## config.mk

```make
export PLATFORM = sky130hd
export DESIGN_NAME = ci_mailbox
export DESIGN_NICKNAME = d
export VERILOG_FILES = /design/src/ci_mailbox_pkg.sv /design/src/ci_mailbox.sv
export SDC_FILE = /design/constraint.sdc
export NUM_CORES = 1
export LEC_CHECK = 0
export BUFFER_PORTS_ARGS = -buffer_cell sky130_fd_sc_hd__buf_2
export CAP_MARGIN = 15
export CORE_ASPECT_RATIO = 1.5
export CORE_MARGIN = 2
export CORE_UTILIZATION = 30
export DETAILED_ROUTE_END_ITERATION = 8
export GPL_TIMING_DRIVEN = 0
export PLACE_DENSITY = 0.47
export SYNTH_ARGS = -nofsm -noshare
export SYNTH_HDL_FRONTEND = slang
export SYNTH_SLANG_ARGS = --single-unit
```

## constraint.sdc

```tcl
create_clock -name aclk -period 3.5 [get_ports aclk]
set_clock_uncertainty 0.15 [all_clocks]
set_input_delay 0.175 -clock aclk [delete_from_list [all_inputs] [get_ports aclk]]
set_output_delay 0.175 -clock aclk [all_outputs]
set_load 0.05 [all_outputs]
```

## src/ci_mailbox_pkg.sv

```systemverilog
// Package for the command channel and pump status mailbox block.
// Assumes a single 200 MHz clock and an AXI4-Lite register master.
package ci_mailbox_pkg;
  // Register byte offsets
  localparam logic [7:0] OFF_HOST_MSG = 8'h00;
  localparam logic [7:0] OFF_CTRL_WORD = 8'h04;
  localparam logic [7:0] OFF_DEV_MSG = 8'h08;
  localparam logic [7:0] OFF_DEV_CTRL = 8'h0C;
  localparam logic [7:0] OFF_DEV_PARAM = 8'h10;
  localparam logic [7:0] OFF_CONFIG = 8'h14;
  localparam logic [7:0] OFF_PUMP = 8'h18;
  localparam logic [7:0] OFF_IRQ_STATUS = 8'h1C;
  localparam logic [7:0] OFF_IRQ_MASK = 8'h20;
  localparam logic [7:0] OFF_CODE_FIFO = 8'h24;
  localparam logic [7:0] OFF_ARB = 8'h28;
  // Host message status fields
  localparam int DPS_POS = 6;
  localparam logic [5:0] CLASS_CTRL_CHANNEL = 6'h2A;
  localparam logic [5:0] CLASS_CTRL_BYPASS = 6'h2A;
  localparam logic [5:0] CLASS_STATUS_REQ = 6'h0E;
  localparam logic [5:0] CLASS_STATUS_RSP = 6'h2E;
  localparam logic [1:0] DPS_PATH1 = 2'b01;
  localparam logic [1:0] DPS_PATH2 = 2'b10;
  // Channel commands (upper nibble; A0 whole byte), idle code and lowest address
  localparam logic [3:0] CMD_FIXED = 4'h8;
  localparam logic [3:0] CMD_ARB = 4'h9;
  localparam logic [7:0] CMD_READ_CODE = 8'hA0;
  localparam logic [3:0] CODE_IDLE = 4'hF;
  localparam logic [2:0] ADDR_LOWEST = 3'b111;
  // Path modes
  localparam logic [2:0] PATH_MODE_FIELD_DISABLE = 3'b000;
  localparam logic [2:0] PATH_MODE_FIELD_FAX = 3'b001;
  localparam logic [2:0] PATH_MODE_FIELD_DATAMODEM = 3'b010;
  localparam logic [2:0] PATH_MODE_FIELD_HALFDUPLEX = 3'b011;
  localparam logic [2:0] PATH_MODE_FIELD_V110 = 3'b100;
  localparam logic [2:0] PATH_MODE_FIELD_DTMF = 3'b101;
  localparam logic [2:0] PATH_MODE_FIELD_BYPASS = 3'b111;
  // Fax rate and modulation codes
  localparam logic [7:0] RATE_NONE = 8'h00;
  localparam logic [7:0] RATE_300 = 8'h02;
  localparam logic [7:0] RATE_2400 = 8'h05;
  localparam logic [7:0] RATE_9600 = 8'h08;
  localparam logic [7:0] RATE_12000 = 8'h09;
  localparam logic [7:0] RATE_14400 = 8'h0A;
  localparam logic [7:0] MOD_NONE = 8'h00;
  localparam logic [7:0] MOD_V21 = 8'h21;
  localparam logic [7:0] MOD_V17 = 8'h27;
  localparam logic [7:0] MOD_V29 = 8'h28;
  localparam logic [7:0] MOD_V27TER = 8'h2C;
  localparam logic [7:0] STATUS_PARAM_COUNT = 8'h02;
  // Interrupt bits
  localparam int IRQ_RESPONSE = 0;
  localparam int IRQ_CODE = 1;
  localparam int IRQ_REJECT = 2;
  localparam logic [2:0] IRQ_RESET = 3'b000;

  typedef struct packed {
    logic [7:0] msg;
    logic [15:0] ctrl;
    logic [7:0] rate;
    logic [7:0] modulation;
  } response_s;
endpackage : ci_mailbox_pkg

```

## src/ci_mailbox.sv

```systemverilog
// Command channel commands and pump status mailbox, device side.
// Assumes an AXI4-Lite master, a sampled 4-bit command channel input, and
// the arbitration readback and bus-free levels from the surrounding serial bus logic.
// Behaviour
// - Bypass mode accepts no pump control commands
// - Arbitration off: send fixed code continuously
// - Arbitration on: fixed code only when idle, free, lowest
// - Another owner gains bus: send all ones
// - Command 9N stores code sent when granted
// - Access needs address readback match and free bit
// - Received code changes reach host in order
// - Command A0 forwards current code regardless
// - Received code valid after three identical samples
// - Datapath select 01 path one, 10 two
// - Path mode field uses documented three-bit codes
// - Rate index reports current fax rate code
// - Modulation index zero means setup failed
// - Fax modulation codes 21h, 27h, 28h, 2Ch
//
// Our own choices: register access over AXI4-Lite and the address map.
module ci_mailbox
  import ci_mailbox_pkg::*;
#(
  parameter int FIFO_DEPTH = 8
)(
  // Clock and reset
  input wire logic aclk,
  input wire logic aresetn,
  // AXI4-Lite slave
  input wire logic [7:0] s_axi_awaddr,
  input wire logic s_axi_awvalid,
  output logic s_axi_awready,
  input wire logic [31:0] s_axi_wdata,
  input wire logic [3:0] s_axi_wstrb,
  input wire logic s_axi_wvalid,
  output logic s_axi_wready,
  output logic [1:0] s_axi_bresp,
  output logic s_axi_bvalid,
  input wire logic s_axi_bready,
  input wire logic [7:0] s_axi_araddr,
  input wire logic s_axi_arvalid,
  output logic s_axi_arready,
  output logic [31:0] s_axi_rdata,
  output logic [1:0] s_axi_rresp,
  output logic s_axi_rvalid,
  input wire logic s_axi_rready,
  // Command channel and arbitration pins
  input wire logic [3:0] channel_rx,
  output logic [3:0] channel_command_code,
  input wire logic bus_free_bit,
  input wire logic [2:0] arbitration_readback,
  output logic [2:0] arbitration_address,
  // Interrupt
  output logic irq
);
  import ci_mailbox_pkg::*;
  localparam int AW = $clog2(FIFO_DEPTH);

  // Register state
  logic [7:0] host_message_status;
  logic [15:0] mailbox_control_word;
  response_s response;
  logic [3:0] fixed_code;
  logic [3:0] arb_code;
  logic arbitrated_bus_enable;
  logic channel_enable_bit;
  logic [2:0] path_mode;
  logic [1:0] originate_answer_field;
  logic [7:0] rate_index_low;
  logic [7:0] modulation_index;
  logic access_request;
  logic access_granted;
  logic [2:0] irq_status;
  logic [2:0] irq_mask;

  // Bus handshake state
  logic aw_held;
  logic w_held;
  logic [7:0] aw_addr;
  logic [31:0] w_data;
  logic [3:0] w_strb;

  // Pin synchronisers
  logic [3:0] rx_s1, rx_s2, rx_s3;
  logic free_s1, free_s2, free_s3;
  logic [2:0] rb_s1, rb_s2, rb_s3;
  logic [3:0] rx_prev;
  logic [3:0] rx_valid;
  logic free_level;
  logic [2:0] rb_level;

  // Received code queue
  logic [3:0] fifo_mem [FIFO_DEPTH];
  logic [AW:0] wr_ptr, rd_ptr;

  function automatic logic hit(input logic [7:0] a, input logic [7:0] off);
    hit = (a[7:2] == off[7:2]);
  endfunction : hit

  // Write path decode
  wire aw_ok = s_axi_awvalid && !aw_held;
  wire w_ok = s_axi_wvalid && !w_held;
  wire [7:0] wa = aw_held ? aw_addr : s_axi_awaddr;
  wire [31:0] wd = w_held ? w_data : s_axi_wdata;
  wire [3:0] ws = w_held ? w_strb : s_axi_wstrb;
  wire have_aw = aw_held || s_axi_awvalid;
  wire have_w = w_held || s_axi_wvalid;
  wire do_write = have_aw && have_w && !s_axi_bvalid;
  wire wr_host = do_write && hit(wa, OFF_HOST_MSG) && ws[0];
  wire wr_ctrl = do_write && hit(wa, OFF_CTRL_WORD);
  wire wr_config = do_write && hit(wa, OFF_CONFIG) && ws[0];
  wire wr_pump = do_write && hit(wa, OFF_PUMP);
  wire wr_irq = do_write && hit(wa, OFF_IRQ_STATUS) && ws[0];
  wire wr_mask = do_write && hit(wa, OFF_IRQ_MASK) && ws[0];
  wire wr_arb = do_write && hit(wa, OFF_ARB) && ws[0];
  wire wr_known = hit(wa, OFF_HOST_MSG) || hit(wa, OFF_CTRL_WORD) || hit(wa, OFF_CONFIG)
    || hit(wa, OFF_PUMP) || hit(wa, OFF_IRQ_STATUS) || hit(wa, OFF_IRQ_MASK)
    || hit(wa, OFF_ARB);

  // Command decode: host message byte starts a command using the held control word
  wire [5:0] msg_class = wd[5:0];
  wire [1:0] msg_path = wd[7:6];
  wire path_ok = (msg_path == DPS_PATH1) || (msg_path == DPS_PATH2);
  wire [7:0] cmd = mailbox_control_word[15:8];
  wire is_channel_cmd = wr_host && msg_class == CLASS_CTRL_CHANNEL && path_ok
    && path_mode != PATH_MODE_FIELD_BYPASS;
  wire bypass_reject = wr_host && msg_class == CLASS_CTRL_BYPASS && path_mode == PATH_MODE_FIELD_BYPASS;
  wire is_status_req = wr_host && msg_class == CLASS_STATUS_REQ && path_ok
    && mailbox_control_word == 16'h0000;
  wire bad_status_req = wr_host && msg_class == CLASS_STATUS_REQ
    && !(path_ok && mailbox_control_word == 16'h0000);
  wire set_fixed = is_channel_cmd && cmd[7:4] == CMD_FIXED;
  wire set_arb = is_channel_cmd && cmd[7:4] == CMD_ARB;
  wire read_code = is_channel_cmd && cmd == CMD_READ_CODE;

  // Access succeeds only when the read-back address matches and bus is free
  wire access_ok = access_request && rb_level == arbitration_address && free_level;

  // Transmit code selection
  wire idle_lowest = !access_request && free_level && arbitration_address == ADDR_LOWEST;
  wire [3:0] tx_arb = access_granted ? arb_code
    : idle_lowest ? fixed_code : CODE_IDLE;
  wire [3:0] tx_code = !channel_enable_bit ? CODE_IDLE
    : arbitrated_bus_enable ? tx_arb : fixed_code;

  // Received code: double last look and change detection
  wire rx_stable = rx_s3 == rx_s2 && rx_s2 == rx_prev;
  wire rx_change = rx_stable && rx_s3 != rx_valid;
  wire push_code = channel_enable_bit && (rx_change || read_code);
  wire [3:0] push_value = rx_stable ? rx_s3 : rx_valid;
  wire fifo_full = (wr_ptr[AW] != rd_ptr[AW]) && (wr_ptr[AW-1:0] == rd_ptr[AW-1:0]);
  wire fifo_empty = wr_ptr == rd_ptr;
  wire do_push = push_code && !fifo_full;

  // Read path
  wire do_read = s_axi_arvalid && !s_axi_rvalid;
  wire pop_code = do_read && hit(s_axi_araddr, OFF_CODE_FIFO) && !fifo_empty;
  wire [AW-1:0] rd_idx = rd_ptr[AW-1:0];
  logic [31:0] rd_mux;
  logic rd_known;
  always_comb
  begin
    rd_known = 1'b1;
    unique case (s_axi_araddr[7:2])
      OFF_CTRL_WORD[7:2]: rd_mux = {16'h0000, mailbox_control_word};
      OFF_DEV_MSG[7:2]: rd_mux = {24'h00_0000, response.msg};
      OFF_DEV_CTRL[7:2]: rd_mux = {16'h0000, response.ctrl};
      OFF_DEV_PARAM[7:2]: rd_mux = {16'h0000, response.modulation, response.rate};
      OFF_CONFIG[7:2]: rd_mux = {30'h0000_0000, channel_enable_bit, arbitrated_bus_enable};
      OFF_PUMP[7:2]: rd_mux = {3'b000, path_mode, originate_answer_field,
        modulation_index, rate_index_low, 8'h00};
      OFF_IRQ_STATUS[7:2]: rd_mux = {29'h0000_0000, irq_status};
      OFF_IRQ_MASK[7:2]: rd_mux = {29'h0000_0000, irq_mask};
      OFF_CODE_FIFO[7:2]: rd_mux = {23'h00_0000, !fifo_empty, 4'h0,
        fifo_empty ? 4'h0 : fifo_mem[rd_idx]};
      OFF_ARB[7:2]: rd_mux = {24'h00_0000, access_granted, access_request, free_level,
        2'b00, arbitration_address};
      default:
      begin
        rd_mux = 32'h0000_0000;
        rd_known = 1'b0;
      end
    endcase
  end

  // Interrupt events
  wire [2:0] irq_event = {bypass_reject || bad_status_req, do_push, is_status_req};
  assign irq = |(irq_status & irq_mask);
  assign s_axi_awready = aw_ok;
  assign s_axi_wready = w_ok;

  // Response assembly: fax layout with the current pump state
  wire [7:0] rsp_msg = {msg_path, CLASS_STATUS_RSP};
  wire [15:0] rsp_ctrl = {originate_answer_field, 3'b000, path_mode,
    STATUS_PARAM_COUNT};
  wire [7:0] rsp_mod = path_mode == PATH_MODE_FIELD_DISABLE ? MOD_NONE : modulation_index;
  wire [7:0] rsp_rate = rsp_mod == MOD_NONE ? RATE_NONE : rate_index_low;

  // Bus handshake registers
  always_ff @(posedge aclk)
  begin
    if (!aresetn)
    begin
      aw_held <= 1'b0;
      w_held <= 1'b0;
      aw_addr <= 8'h00;
      w_data <= 32'h0000_0000;
      w_strb <= 4'h0;
      s_axi_bvalid <= 1'b0;
      s_axi_bresp <= 2'b00;
      s_axi_rvalid <= 1'b0;
      s_axi_rresp <= 2'b00;
      s_axi_rdata <= 32'h0000_0000;
    end
    else
    begin
      if (aw_ok)
        aw_addr <= s_axi_awaddr;
      if (w_ok)
      begin
        w_data <= s_axi_wdata;
        w_strb <= s_axi_wstrb;
      end
      aw_held <= do_write ? 1'b0 : (aw_held || s_axi_awvalid);
      w_held <= do_write ? 1'b0 : (w_held || s_axi_wvalid);
      if (do_write)
      begin
        s_axi_bvalid <= 1'b1;
        s_axi_bresp <= wr_known ? 2'b00 : 2'b10;
      end
      else if (s_axi_bready)
        s_axi_bvalid <= 1'b0;
      if (do_read)
      begin
        s_axi_rvalid <= 1'b1;
        s_axi_rdata <= rd_mux;
        s_axi_rresp <= rd_known ? 2'b00 : 2'b10;
      end
      else if (s_axi_rready)
        s_axi_rvalid <= 1'b0;
    end
  end

  assign s_axi_arready = do_read;

  // Configuration, commands and responses
  always_ff @(posedge aclk)
  begin
    if (!aresetn)
    begin
      host_message_status <= 8'h00;
      mailbox_control_word <= 16'h0000;
      response <= '0;
      fixed_code <= CODE_IDLE;
      arb_code <= CODE_IDLE;
      arbitrated_bus_enable <= 1'b0;
      channel_enable_bit <= 1'b0;
      path_mode <= PATH_MODE_FIELD_DISABLE;
      originate_answer_field <= 2'b00;
      rate_index_low <= RATE_NONE;
      modulation_index <= MOD_NONE;
      access_request <= 1'b0;
      access_granted <= 1'b0;
      arbitration_address <= ADDR_LOWEST;
      irq_mask <= IRQ_RESET;
      irq_status <= IRQ_RESET;
      channel_command_code <= CODE_IDLE;
    end
    else
    begin
      if (wr_host)
        host_message_status <= wd[7:0];
      if (wr_ctrl && ws[0])
        mailbox_control_word[7:0] <= wd[7:0];
      if (wr_ctrl && ws[1])
        mailbox_control_word[15:8] <= wd[15:8];
      if (set_fixed)
        fixed_code <= cmd[3:0];
      if (set_arb)
        arb_code <= cmd[3:0];
      if (wr_config)
      begin
        arbitrated_bus_enable <= wd[0];
        channel_enable_bit <= wd[1];
      end
      if (wr_pump)
      begin
        if (ws[1])
          rate_index_low <= wd[15:8];
        if (ws[2])
          modulation_index <= wd[23:16];
        if (ws[3])
        begin
          originate_answer_field <= wd[25:24];
          path_mode <= wd[28:26];
        end
      end
      if (is_status_req)
      begin
        response.msg <= rsp_msg;
        response.ctrl <= rsp_ctrl;
        response.rate <= rsp_rate;
        response.modulation <= rsp_mod;
      end
      if (wr_arb)
      begin
        arbitration_address <= wd[2:0];
        access_request <= wd[6];
      end
      access_granted <= arbitrated_bus_enable && access_ok;
      irq_mask <= wr_mask ? wd[2:0] : irq_mask;
      irq_status <= (irq_status & ~(wr_irq ? wd[2:0] : 3'b000)) | irq_event;
      channel_command_code <= tx_code;
    end
  end

  // Pin synchronisers and received code tracking
  always_ff @(posedge aclk)
  begin
    if (!aresetn)
    begin
      rx_s1 <= CODE_IDLE;
      rx_s2 <= CODE_IDLE;
      rx_s3 <= CODE_IDLE;
      rx_prev <= CODE_IDLE;
      rx_valid <= CODE_IDLE;
      free_s1 <= 1'b0;
      free_s2 <= 1'b0;
      free_s3 <= 1'b0;
      free_level <= 1'b0;
      rb_s1 <= 3'b000;
      rb_s2 <= 3'b000;
      rb_s3 <= 3'b000;
      rb_level <= 3'b000;
    end
    else
    begin
      rx_s1 <= channel_rx;
      rx_s2 <= rx_s1;
      rx_s3 <= rx_s2;
      rx_prev <= rx_s3;
      if (rx_stable)
        rx_valid <= rx_s3;
      free_s1 <= bus_free_bit;
      free_s2 <= free_s1;
      free_s3 <= free_s2;
      if (free_s2 == free_s3)
        free_level <= free_s3;
      rb_s1 <= arbitration_readback;
      rb_s2 <= rb_s1;
      rb_s3 <= rb_s2;
      if (rb_s2 == rb_s3)
        rb_level <= rb_s3;
    end
  end

  // Received code queue, oldest first
  always_ff @(posedge aclk)
  begin
    if (!aresetn)
    begin
      wr_ptr <= '0;
      rd_ptr <= '0;
    end
    else
    begin
      if (do_push)
      begin
        fifo_mem[wr_ptr[AW-1:0]] <= push_value;
        wr_ptr <= wr_ptr + 1'b1;
      end
      if (pop_code)
        rd_ptr <= rd_ptr + 1'b1;
    end
  end
endmodule : ci_mailbox

```

# Word-level counts from Yosys, hierarchy flattened
# Memory sizes are Yosys's and may differ from the RTL's. A register that Yosys moved wholly into a read port is not among the register bits.
# Index checks and enable logic that the tools add are counted.
dict set report totals {
  register_bits 215
  ramBits 32
  output_inout_bits 49
  wordCells 187
  mem_count 1
}
# name depth width rd rd_ports_with_merged_regs wr line
set mem_list {}
lappend mem_list {fifo_mem 8 4 1 1 1 ci_mailbox.sv:93} ;# logic [3:0] fifo_mem [FIFO_DEPTH];
dict set report classes {
  addsub 2
  n_eq_ne 35
  muxes 24
  n_bitwise 5
  reduce_logical 75
}
# cell count
set ops {}
lappend ops {{$pmux 29 s10} 1}
lappend ops {{$logic_and 1x1->1} 43}
lappend ops {{$eq 6x3->1 const B} 7}
lappend ops {{$eq 6x4->1 const B} 6}
lappend ops {{$mux 29} 1}
lappend ops {{$mux 4} 6}
lappend ops {{$mux 8} 3}
lappend ops {{$logic_not 16->1} 1}
lappend ops {{$eq 4x4->1} 3}
lappend ops {{$eq 6x1->1 const B} 2}
lappend ops {{$eq 6x2->1 const B} 2}
lappend ops {{$logic_or 1x1->1} 11}
lappend ops {{$reduce_or 10->1} 1}
lappend ops {{$eq 3x3->1} 3}
lappend ops {{$mux 3} 3}
lappend ops {{$add 4x1->4 const B} 2}
lappend ops {{$eq 4x4->1 const B} 2}
lappend ops {{$eq 8x8->1 const B} 1}
lappend ops {{$logic_not 1->1} 8}
lappend ops {{$logic_not 8->1} 1}
lappend ops {{$mux 1} 8}
lappend ops {{$reduce_and 2->1} 4}
lappend ops {{$and 3x3->3} 2}
lappend ops {{$eq 3x3->1 const B} 2}
lappend ops {{16 further kinds} 18}

# Depth between registers and ports, before layout
# Gate-level depths: netlist of the first run.
dict set report logic_depth {
  ltp_word 15
  depth_mapped 9
  depth_no_buf 6
}

# Worst setup path before layout of the first run
# OpenSTA, ideal clock, no wires.
dict set report synth_path {
  kind {flip-flop to flip-flop}
  start {reg aw_held}
  end {mem fifo_mem[1][0] (enable)}
  setup_ps 329
  arrival_ps 2608
  required_time_ps 3021
  path_slack_ps 413
  stages_incl_launch_ff 7
  path_buffers 0
  period_less_slack_ps 3087
  cell_sequence {dfxtp_1 -> or4b_4 -> a2111oi_4 -> and4bb_1 -> a31oi_2 -> or4_4 -> nor2_1}
}
dict set report synth_between {
  elab_chain_cells 15
  elab_cells_between_ends 17
}
# item line
set synth_lines {}
lappend synth_lines {{start: declaration} ci_mailbox.sv:77} ;# logic aw_held;
lappend synth_lines {{start signal: assignment} ci_mailbox.sv:224} ;# aw_held <= do_write ? 1'b0 : (aw_held || s_axi_awvalid);
lappend synth_lines {{parallel branches: the longest is 3 deep, another holds $mux 8} -}
lappend synth_lines {{$logic_and 1x1->1 (*) (2 in series)} ci_mailbox.sv:109} ;# wire wr_host = do_write && hit(wa, OFF_HOST_MSG) && ws[0];
lappend synth_lines {{$logic_and 1x1->1 (*) (2 in series)} ci_mailbox.sv:125} ;# wire is_channel_cmd = wr_host && msg_class == CLASS_CTRL_CHANNEL && path_ok
lappend synth_lines {{$logic_and 1x1->1 (*)} ci_mailbox.sv:126} ;# && path_mode != PATH_MODE_FIELD_BYPASS;
lappend synth_lines {{$logic_and 1x1->1 (*)} ci_mailbox.sv:134} ;# wire read_code = is_channel_cmd && cmd == CMD_READ_CODE;
lappend synth_lines {{$logic_or 1x1->1 (*)} ci_mailbox.sv:149} ;# wire push_code = channel_enable_bit && (rx_change || read_code);
lappend synth_lines {{$logic_and 1x1->1 (*)} ci_mailbox.sv:149}
lappend synth_lines {{$logic_and 1x1->1 (*)} ci_mailbox.sv:153} ;# wire do_push = push_code && !fifo_full;
lappend synth_lines {{$mux 1 (*)} ci_mailbox.sv:367} ;# if (do_push)
lappend synth_lines {{$mux 1 (*)} ci_mailbox.sv:360} ;# if (!aresetn)
lappend synth_lines {{$mux 1 (implied by the code) (*)} ci_mailbox.sv:369} ;# fifo_mem[wr_ptr[AW-1:0]] <= push_value;
lappend synth_lines {{end: declaration} ci_mailbox.sv:93}
# Mark *: on every way between the ends.

# Worst setup path after layout of the first run
dict set report layout_path {
  start {in s_axi_awaddr[7]}
  end {mem fifo_mem[2][2] (enable)}
}
dict set report layout_between {
  elab_chain_cells 14
}
# item line
set layout_lines {}
lappend layout_lines {{start: declaration} ci_mailbox.sv:30} ;# input wire logic [7:0] s_axi_awaddr,
lappend layout_lines {{$mux 8} ci_mailbox.sv:103} ;# wire [7:0] wa = aw_held ? aw_addr : s_axi_awaddr;
lappend layout_lines {{$logic_not 6->1} ci_mailbox.sv:97} ;# hit = (a[7:2] == off[7:2]);
lappend layout_lines {{$logic_and 1x1->1 (2 in series)} ci_mailbox.sv:109}
lappend layout_lines {{$logic_and 1x1->1 (2 in series)} ci_mailbox.sv:125}
lappend layout_lines {{$logic_and 1x1->1} ci_mailbox.sv:126}
lappend layout_lines {{$logic_and 1x1->1} ci_mailbox.sv:134}
lappend layout_lines {{$logic_or 1x1->1} ci_mailbox.sv:149}
lappend layout_lines {{$logic_and 1x1->1} ci_mailbox.sv:149}
lappend layout_lines {{$logic_and 1x1->1} ci_mailbox.sv:153}
lappend layout_lines {{$mux 1} ci_mailbox.sv:367}
lappend layout_lines {{$mux 1} ci_mailbox.sv:360}
lappend layout_lines {{$mux 1 (implied by the code)} ci_mailbox.sv:369}
# Every way passes these cells.

==> results of run 1 <==
[tightest hold or removal path: stages]
cell      delay [ns]
clkbuf_1        0.27
nand4_1         0.20
nor4_1          0.06
[cells in the mapped netlist, types with 5 or more instances]
| library cell | number | share of area, % |
|---|---|---|
| a211oi_1 | 15 | 1.1 |
| a21oi_1 | 79 | 4.0 |
| a221oi_1 | 5 | 0.45 |
| a222oi_1 | 9 | 0.92 |
| a22oi_1 | 14 | 1.1 |
| a311oi_1 | 5 | 0.45 |
| and2_1 | 17 | 1.1 |
| and3_1 | 6 | 0.38 |
| buf_1 | 7 | 0.27 |
| buf_4 | 5 | 0.38 |
| clkbuf_1 | 56 | 2.1 |
| dfxtp_1 | 207 | 42 |
| edfxtp_1 | 32 | 9.8 |
| inv_1 | 11 | 0.42 |
| mux2_2 | 20 | 2.3 |
| mux2i_1 | 64 | 6.5 |
| mux4_2 | 8 | 1.8 |
| nand2_1 | 123 | 4.7 |
| nand2b_1 | 25 | 1.6 |
| nand3_1 | 37 | 1.9 |
| nand4_1 | 6 | 0.38 |
| nor2_1 | 105 | 4.0 |
| nor3_1 | 25 | 1.3 |
| nor3b_1 | 5 | 0.38 |
| nor4_1 | 10 | 0.64 |
| o21ai_0 | 40 | 2.0 |
| o22ai_1 | 7 | 0.45 |
| xnor2_1 | 8 | 0.71 |
| xor2_1 | 10 | 0.89 |
[registers in the layout (all words and copies together), names as in the netlist, 4 cells and up, named ones only]
register,cells
response,24
rx_s3,4
rx_s2,4
rx_valid,4
rd_ptr,4
fifo_mem,32
rx_prev,4
w_strb,4
rate_index_low,8
rx_s1,4
mailbox_control_word,16
aw_addr,6
modulation_index,8
channel_command_code,4
arb_code,4
wr_ptr,4
fixed_code,4
s_axi_rdata,29
w_data,29
[logic make-up after synthesis]
kind of cell / Yosys count / synth area share, %
simple gates: 391 / 18.90
flops: 239 / 51.90
compound gates: 205 / 13.38
mux: 92 / 10.63
buf+inv: 81 / 3.282
xor+xnor: 18 / 1.603
fa+ha+maj: 2 / 0.2544
other cells: 1 / 0.03813
[path summary, 6_finish.rpt]
check                   end  cells after the start
max          fifo_mem[2][2]                      8
min          access_granted                      3
max reg2reg  fifo_mem[2][2]                      6
min reg2reg        rx_s2[3]                      1
[power groups by stage]
stage	clock [mW]	sequential, mW	combinational (mW)
after floorplan	0	2.93	0.283
after detailed placement	0	2.92	0.461
after CTS	2.82	2.86	0.512
after global routing	2.93	2.86	0.555
final	2.76	2.86	0.504
after global placement	0	2.92	0.460
[per-layer routing]
metal,vias up,track usage [%]
met5,-,0
met4,0,6.844
met3,48,2.207
met2,161,34.45
met1,3863,19.92
li1,4058,-
[cell type report]
| class | count | area share [%] |
|---|---|---|
| Clock buffer | 29 | 5.549 |
| Clock inverter | 19 | 1.342 |
| Tap cell | 415 | 4.218 |
| Sequential cell | 239 | 41.47 |
| Inverter | 13 | 0.3964 |
| Timing Repair Buffer | 159 | 8.802 |
| Buffer | 68 | 2.226 |
| Multi-Input combinational cell | 713 | 36.00 |
[timing repair]
item,4_1_cts,5_1_grt
hold buffers,57,0
endpoints found under the setup margin,32,16
pin swaps,1,0
resized for setup,1,1
endpoints found under the hold margin,96,0
setup buffers,1,0
[stage by stage]
stage / setup slack [ns] / power, mW
2_1_floorplan: 0.4127 / 3.209
3_3_place_gp: -0.2370 / 3.378
3_5_place_dp: -0.2722 / 3.381
4_1_cts: 0.09164 / 6.191
5_1_grt: -0.02690 / 6.346
6_report: 0.1481 / 6.122
==> results.json, run 1 <==
{
  "status": "completed",
  "leakage_nw": 4.546,
  "power_density_nw_per_um2": 497.3,
  "dr_wl_met2_um": 16540,
  "antenna_found_initial": 0,
  "initialDrtViolationCount": 322,
  "clkTransAtPathRegs_ns": 0.06,
  "die_area_um2": 34280,
  "placed_area_um2": 10880,
  "stdcell_area_um2": 12310,
  "p_sw_mw": 1.483,
  "synth.avg_cell_area_um2": 9.558,
  "drt-pass1-iter-count": 5,
  "ant_nets": 0,
  "power_frac_comb_pct": 8.2,
  "diodes": 0,
  "cts.sinks": 239,
  "synth_cell_type_count": 66,
  "wl_met3_um": 1179,
  "path_buf_inv": 2,
  "dp_hpwl_um": 23230,
  "finalWirelength_um": 30800,
  "gr-total-overflow": 0,
  "slowest_stage": "or4_1",
  "nFillCells": 3386,
  "crit_arrival_ns": 3.40,
  "grt_pass1_vias": 8242,
  "vdd.ir_drop.worst_uv": 306.0,
  "io_buffers": 101,
  "yosysWarningCount": 0,
  "coreArea_um2": 32430,
  "worstMarginPinSlew_ns": 1.034,
  "final_common_cell": "dfxtp_1",
  "fin_crit_ns": 3.352,
  "fin_cells": 1655,
  "multi_input_area_um2": 4432,
  "grt_use_total_pct": 17.89,
  "highest_layer": "met4",
  "clockRootBuffer": "clkbuf_16",
  "setup_violations": 0,
  "viasPerCell": 4.912,
  "finalCritPeriodShare_pct": 95.77,
  "worstSetupStartpointType": "input port",
  "hp-start": "aresetn",
  "power.internal_mw": 4.639,
  "finalCoreUtilization_pct": 37.96,
  "path_class": "input port to flip-flop",
  "tns_ns": 0,
  "path_max_fanout": 7,
  "dp.cells": 1549,
  "hold_viol_final": 0,
  "layout_common_cells": "dfxtp_1 (207), nand2_1 (123), nor2_1 (104), buf_2 (101), a21oi_1 (79)",
  "worstSetupStartpoint": "s_axi_awaddr[7]",
  "async_flop_share_pct": 0,
  "r2r-start": "aw_held",
  "drv_slew": 0,
  "postSynthCellCount": 1029,
  "worstSetupEndpointType": "flip-flop",
  "wl_met1_um": 12060,
  "grt_max_degree": 14,
  "pin_count": 116,
  "switching_share_pct": 24.22,
  "clk_latency_ns": 0.54,
  "die_x_um": 151.8,
  "num_rows": 81,
  "synthToLayoutAreaGrowth_pct": 25.16,
  "routed-via-count": 8130,
  "slew_headroom_pct": 30.62,
  "clock_path_buffers": 3,
  "numCtsBuffers": 26,
  "htreeDepth": 1,
  "nets": 1289,
  "finalWeightedCongestion": 0.8738,
  "wire_per_inst_um": 18.61,
  "rsz0062_at_grt": "true",
  "die_y_um": 225.8,
  "holdWs_ns": 0.06811,
  "regArea_um2": 5105,
  "synthFlopType": "dfxtp_1",
  "timing.fmax_mhz": 298.3,
  "synth_edf_count": 32,
  "cp_top_family": "simple AND/OR/NAND/NOR gates",
  "drive_above_1_share_pct": 15.16,
  "drc": 0,
  "critPathMaxStageDelay_ns": 0.59,
  "r2r_slack_ns": 0.18,
  "grt_pass1_wl_um": 47890,
  "hold_path_class": "input port to flip-flop",
  "clkPwrFrac_pct": 45.1,
  "ys_seq_area_share_pct": 51.90,
  "sequentialPowerShare_pct": 46.7,
  "cp.required_ns": 3.55,
  "yosys_register_bits": 239,
  "initial_core_util_pct": 30.33,
  "crit_chain": "dlygate4sd3_1 > buf_2 > or4_1 > a2111oi_4 > and4bb_1 > a31oi_2 > or4_4 > nor2_1",
  "cts_tree": "yes",
  "max_cap_violations": 0,
  "synth.cell_area_um2": 9836
}
Note: power is estimated with default switching activity, not from simulation.
==> inputs of run 2 (changes only) <==
CELL_PAD_IN_SITES_DETAIL_PLACEMENT = 1   (was unset)
CELL_PAD_IN_SITES_GLOBAL_PLACEMENT = 1   (was unset)
PLACE_DENSITY = 0.57   (was 0.47)
==> run 2 against run 1 <==
- combinational power is 1% higher
- count of clock-buffer cells in the layout fell by 3
- highest routed layer unchanged
- wire length up 7.0%
- largest cell class unchanged
- non-clock buffer count shrank 4
==> results.json, run 2 (synthesis gave the netlist of run 1 again) <==
{
  "status": "completed",
  "finalWeightedCongestion": 0.8021,
  "numCtsBuffers": 25,
  "slew_headroom_pct": 27.42,
  "power.internal_mw": 4.697,
  "p_sw_mw": 1.514,
  "rsz0062_at_grt": "true",
  "nets": 1284,
  "clk_latency_ns": 0.55,
  "largest_reg_flops": 32,
  "path_class": "input port to flip-flop",
  "clkPwrFrac_pct": 45.8,
  "hold_path_class": "input port to flip-flop",
  "clockRootBuffer": "clkbuf_16",
  "hold_viol_final": 0,
  "wire_per_inst_um": 19.98,
  "die_x_um": 151.8,
  "critPathMaxStageDelay_ns": 0.59,
  "die_area_um2": 34280,
  "drt-pass1-iter-count": 4,
  "crit_arrival_ns": 3.45,
  "ant_nets": 0,
  "grt_use_total_pct": 19.16,
  "worstMarginPinSlew_ns": 1.082,
  "final_common_cell": "dfxtp_1",
  "diodes": 0,
  "leakage_nw": 4.542,
  "slowest_stage": "or4_1",
  "initialDrtViolationCount": 323,
  "crit_chain": "dlygate4sd3_1 > buf_2 > or4_1 > a2111oi_4 > and4bb_1 > a31oi_2 > or4_4 > nor2_1",
  "synthToLayoutAreaGrowth_pct": 24.90,
  "pin_count": 116,
  "power_density_nw_per_um2": 505.6,
  "worstSetupStartpoint": "s_axi_awaddr[7]",
  "routed-via-count": 8282,
  "sequentialPowerShare_pct": 46.0,
  "switching_share_pct": 24.37,
  "io_buffers": 101,
  "vdd.ir_drop.worst_uv": 330.9,
  "drv_slew": 0,
  "r2r-start": "aw_held",
  "antenna_found_initial": 0,
  "clock_path_buffers": 3,
  "power_frac_comb_pct": 8.2,
  "gr-total-overflow": 0,
  "stdcell_area_um2": 12280,
  "htreeDepth": 1,
  "path_max_fanout": 7,
  "dp_hpwl_um": 24970,
  "tns_ns": 0,
  "cts_tree": "yes",
  "max_cap_violations": 0,
  "drc": 0,
  "die_y_um": 225.8,
  "power_mw": 6.210,
  "viasPerCell": 5.022,
  "layout_common_cells": "dfxtp_1 (207), nand2_1 (123), nor2_1 (105), buf_2 (101), a21oi_1 (79)",
  "coreArea_um2": 32430,
  "timing.fmax_mhz": 293.2,
  "hp-start": "aresetn",
  "holdWs_ns": 0.008998,
  "drive_above_1_share_pct": 15.40,
  "initial_core_util_pct": 30.33,
  "cp.required_ns": 3.54,
  "finalWirelength_um": 32940,
  "worst_slack_ns": 0.08972,
  "worstSetupEndpointType": "flip-flop",
  "fin_crit_ns": 3.410,
  "grt_pass1_vias": 8850,
  "grt_pass1_wl_um": 51000,
  "grt_max_degree": 17,
  "dpl_worst_slack_ns": -0.2987,
  "worstSetupStartpointType": "input port",
  "cts.sinks": 239,
  "placed_area_um2": 10880,
  "num_rows": 81,
  "finalCritPeriodShare_pct": 97.44,
  "setup_violations": 0,
  "clkTransAtPathRegs_ns": 0.06
}
==> run 2: cell count changes in the layout (fill, tap and decap cells not counted), moves of 2 or more <==
cell | before | now
clkinv_1 | 10 | 6
bufinv_16 | 3 | 5
clkbuf_16 | 27 | 25
clkinvlp_4 | 0 | 3
dlygate4sd3_1 | 57 | 53
clkinvlp_2 | 3 | 0
clkinv_2 | 3 | 6
==> run 2: repair_timing <==
item | 4_1_cts | 5_1_grt
hold buffers | 53 | 0
resized for setup | 1 | 0
hold endpoints to repair | 91 | 0
pin swaps | 1 | 0
endpoints found under the setup margin | 32 | 16
setup buffers | 1 | 0
==> run 2: critical path, delay by kind of cell <==
kind                   cells  cell delay, ns
AO/OA/AOI/OAI              2            0.65
buffers and inverters      2            0.68
AND/OR/NAND/NOR            4            1.93
==> run 2: cell type report <==
cell class	instances	area, um^2
inverters	13	48.80
fillers	3764	20150
repair buffers	155	1044
flip-flops and latches	239	5105
plain buffers	68	274.0
clock buffers	26	629.4
multi-input cells	713	4429
clock inverters	20	235.2
well taps	415	519.2
==> run 2: worst paths after layout <==
| path | cells past startpoint | to | slack (ns) |
|---|---|---|---|
| worst max-delay path | 8 | fifo_mem[1][0] | 0.09 |
| worst min-delay path | 2 | rx_s2[1] | 0.009 |
| worst max register to register | 6 | fifo_mem[1][0] | 0.11 |
| worst min register to register | 1 | rx_s2[3] | 0.26 |
==> run 2: power groups by stage <==
stage	combinational, mW	sequential, mW	clock, mW
after floorplan	0.283	2.93	0
after global placement	0.467	2.92	0
after detailed placement	0.472	2.92	0
after CTS	0.519	2.86	2.92
after global routing	0.562	2.86	3.02
final	0.509	2.86	2.84
==> run 2: layer usage <==
layer / track usage [%] / routed length, um / vias up
li1: - / - / 4034
met1: 19.95 / 12460 / 4044
met2: 37.61 / 17950 / 146
met3: 2.629 / 1054 / 58
met4: 8.924 / 1477 / 0
met5: 0 / 0 / -
==> run 2: metrics by stage <==
step	std cells	util [%]
final	1649	37.88
after global routing	1649	37.88
after CTS	1649	37.88
after detailed placement	1549	33.53
after global placement	1549	33.53
after floorplan	1033	-
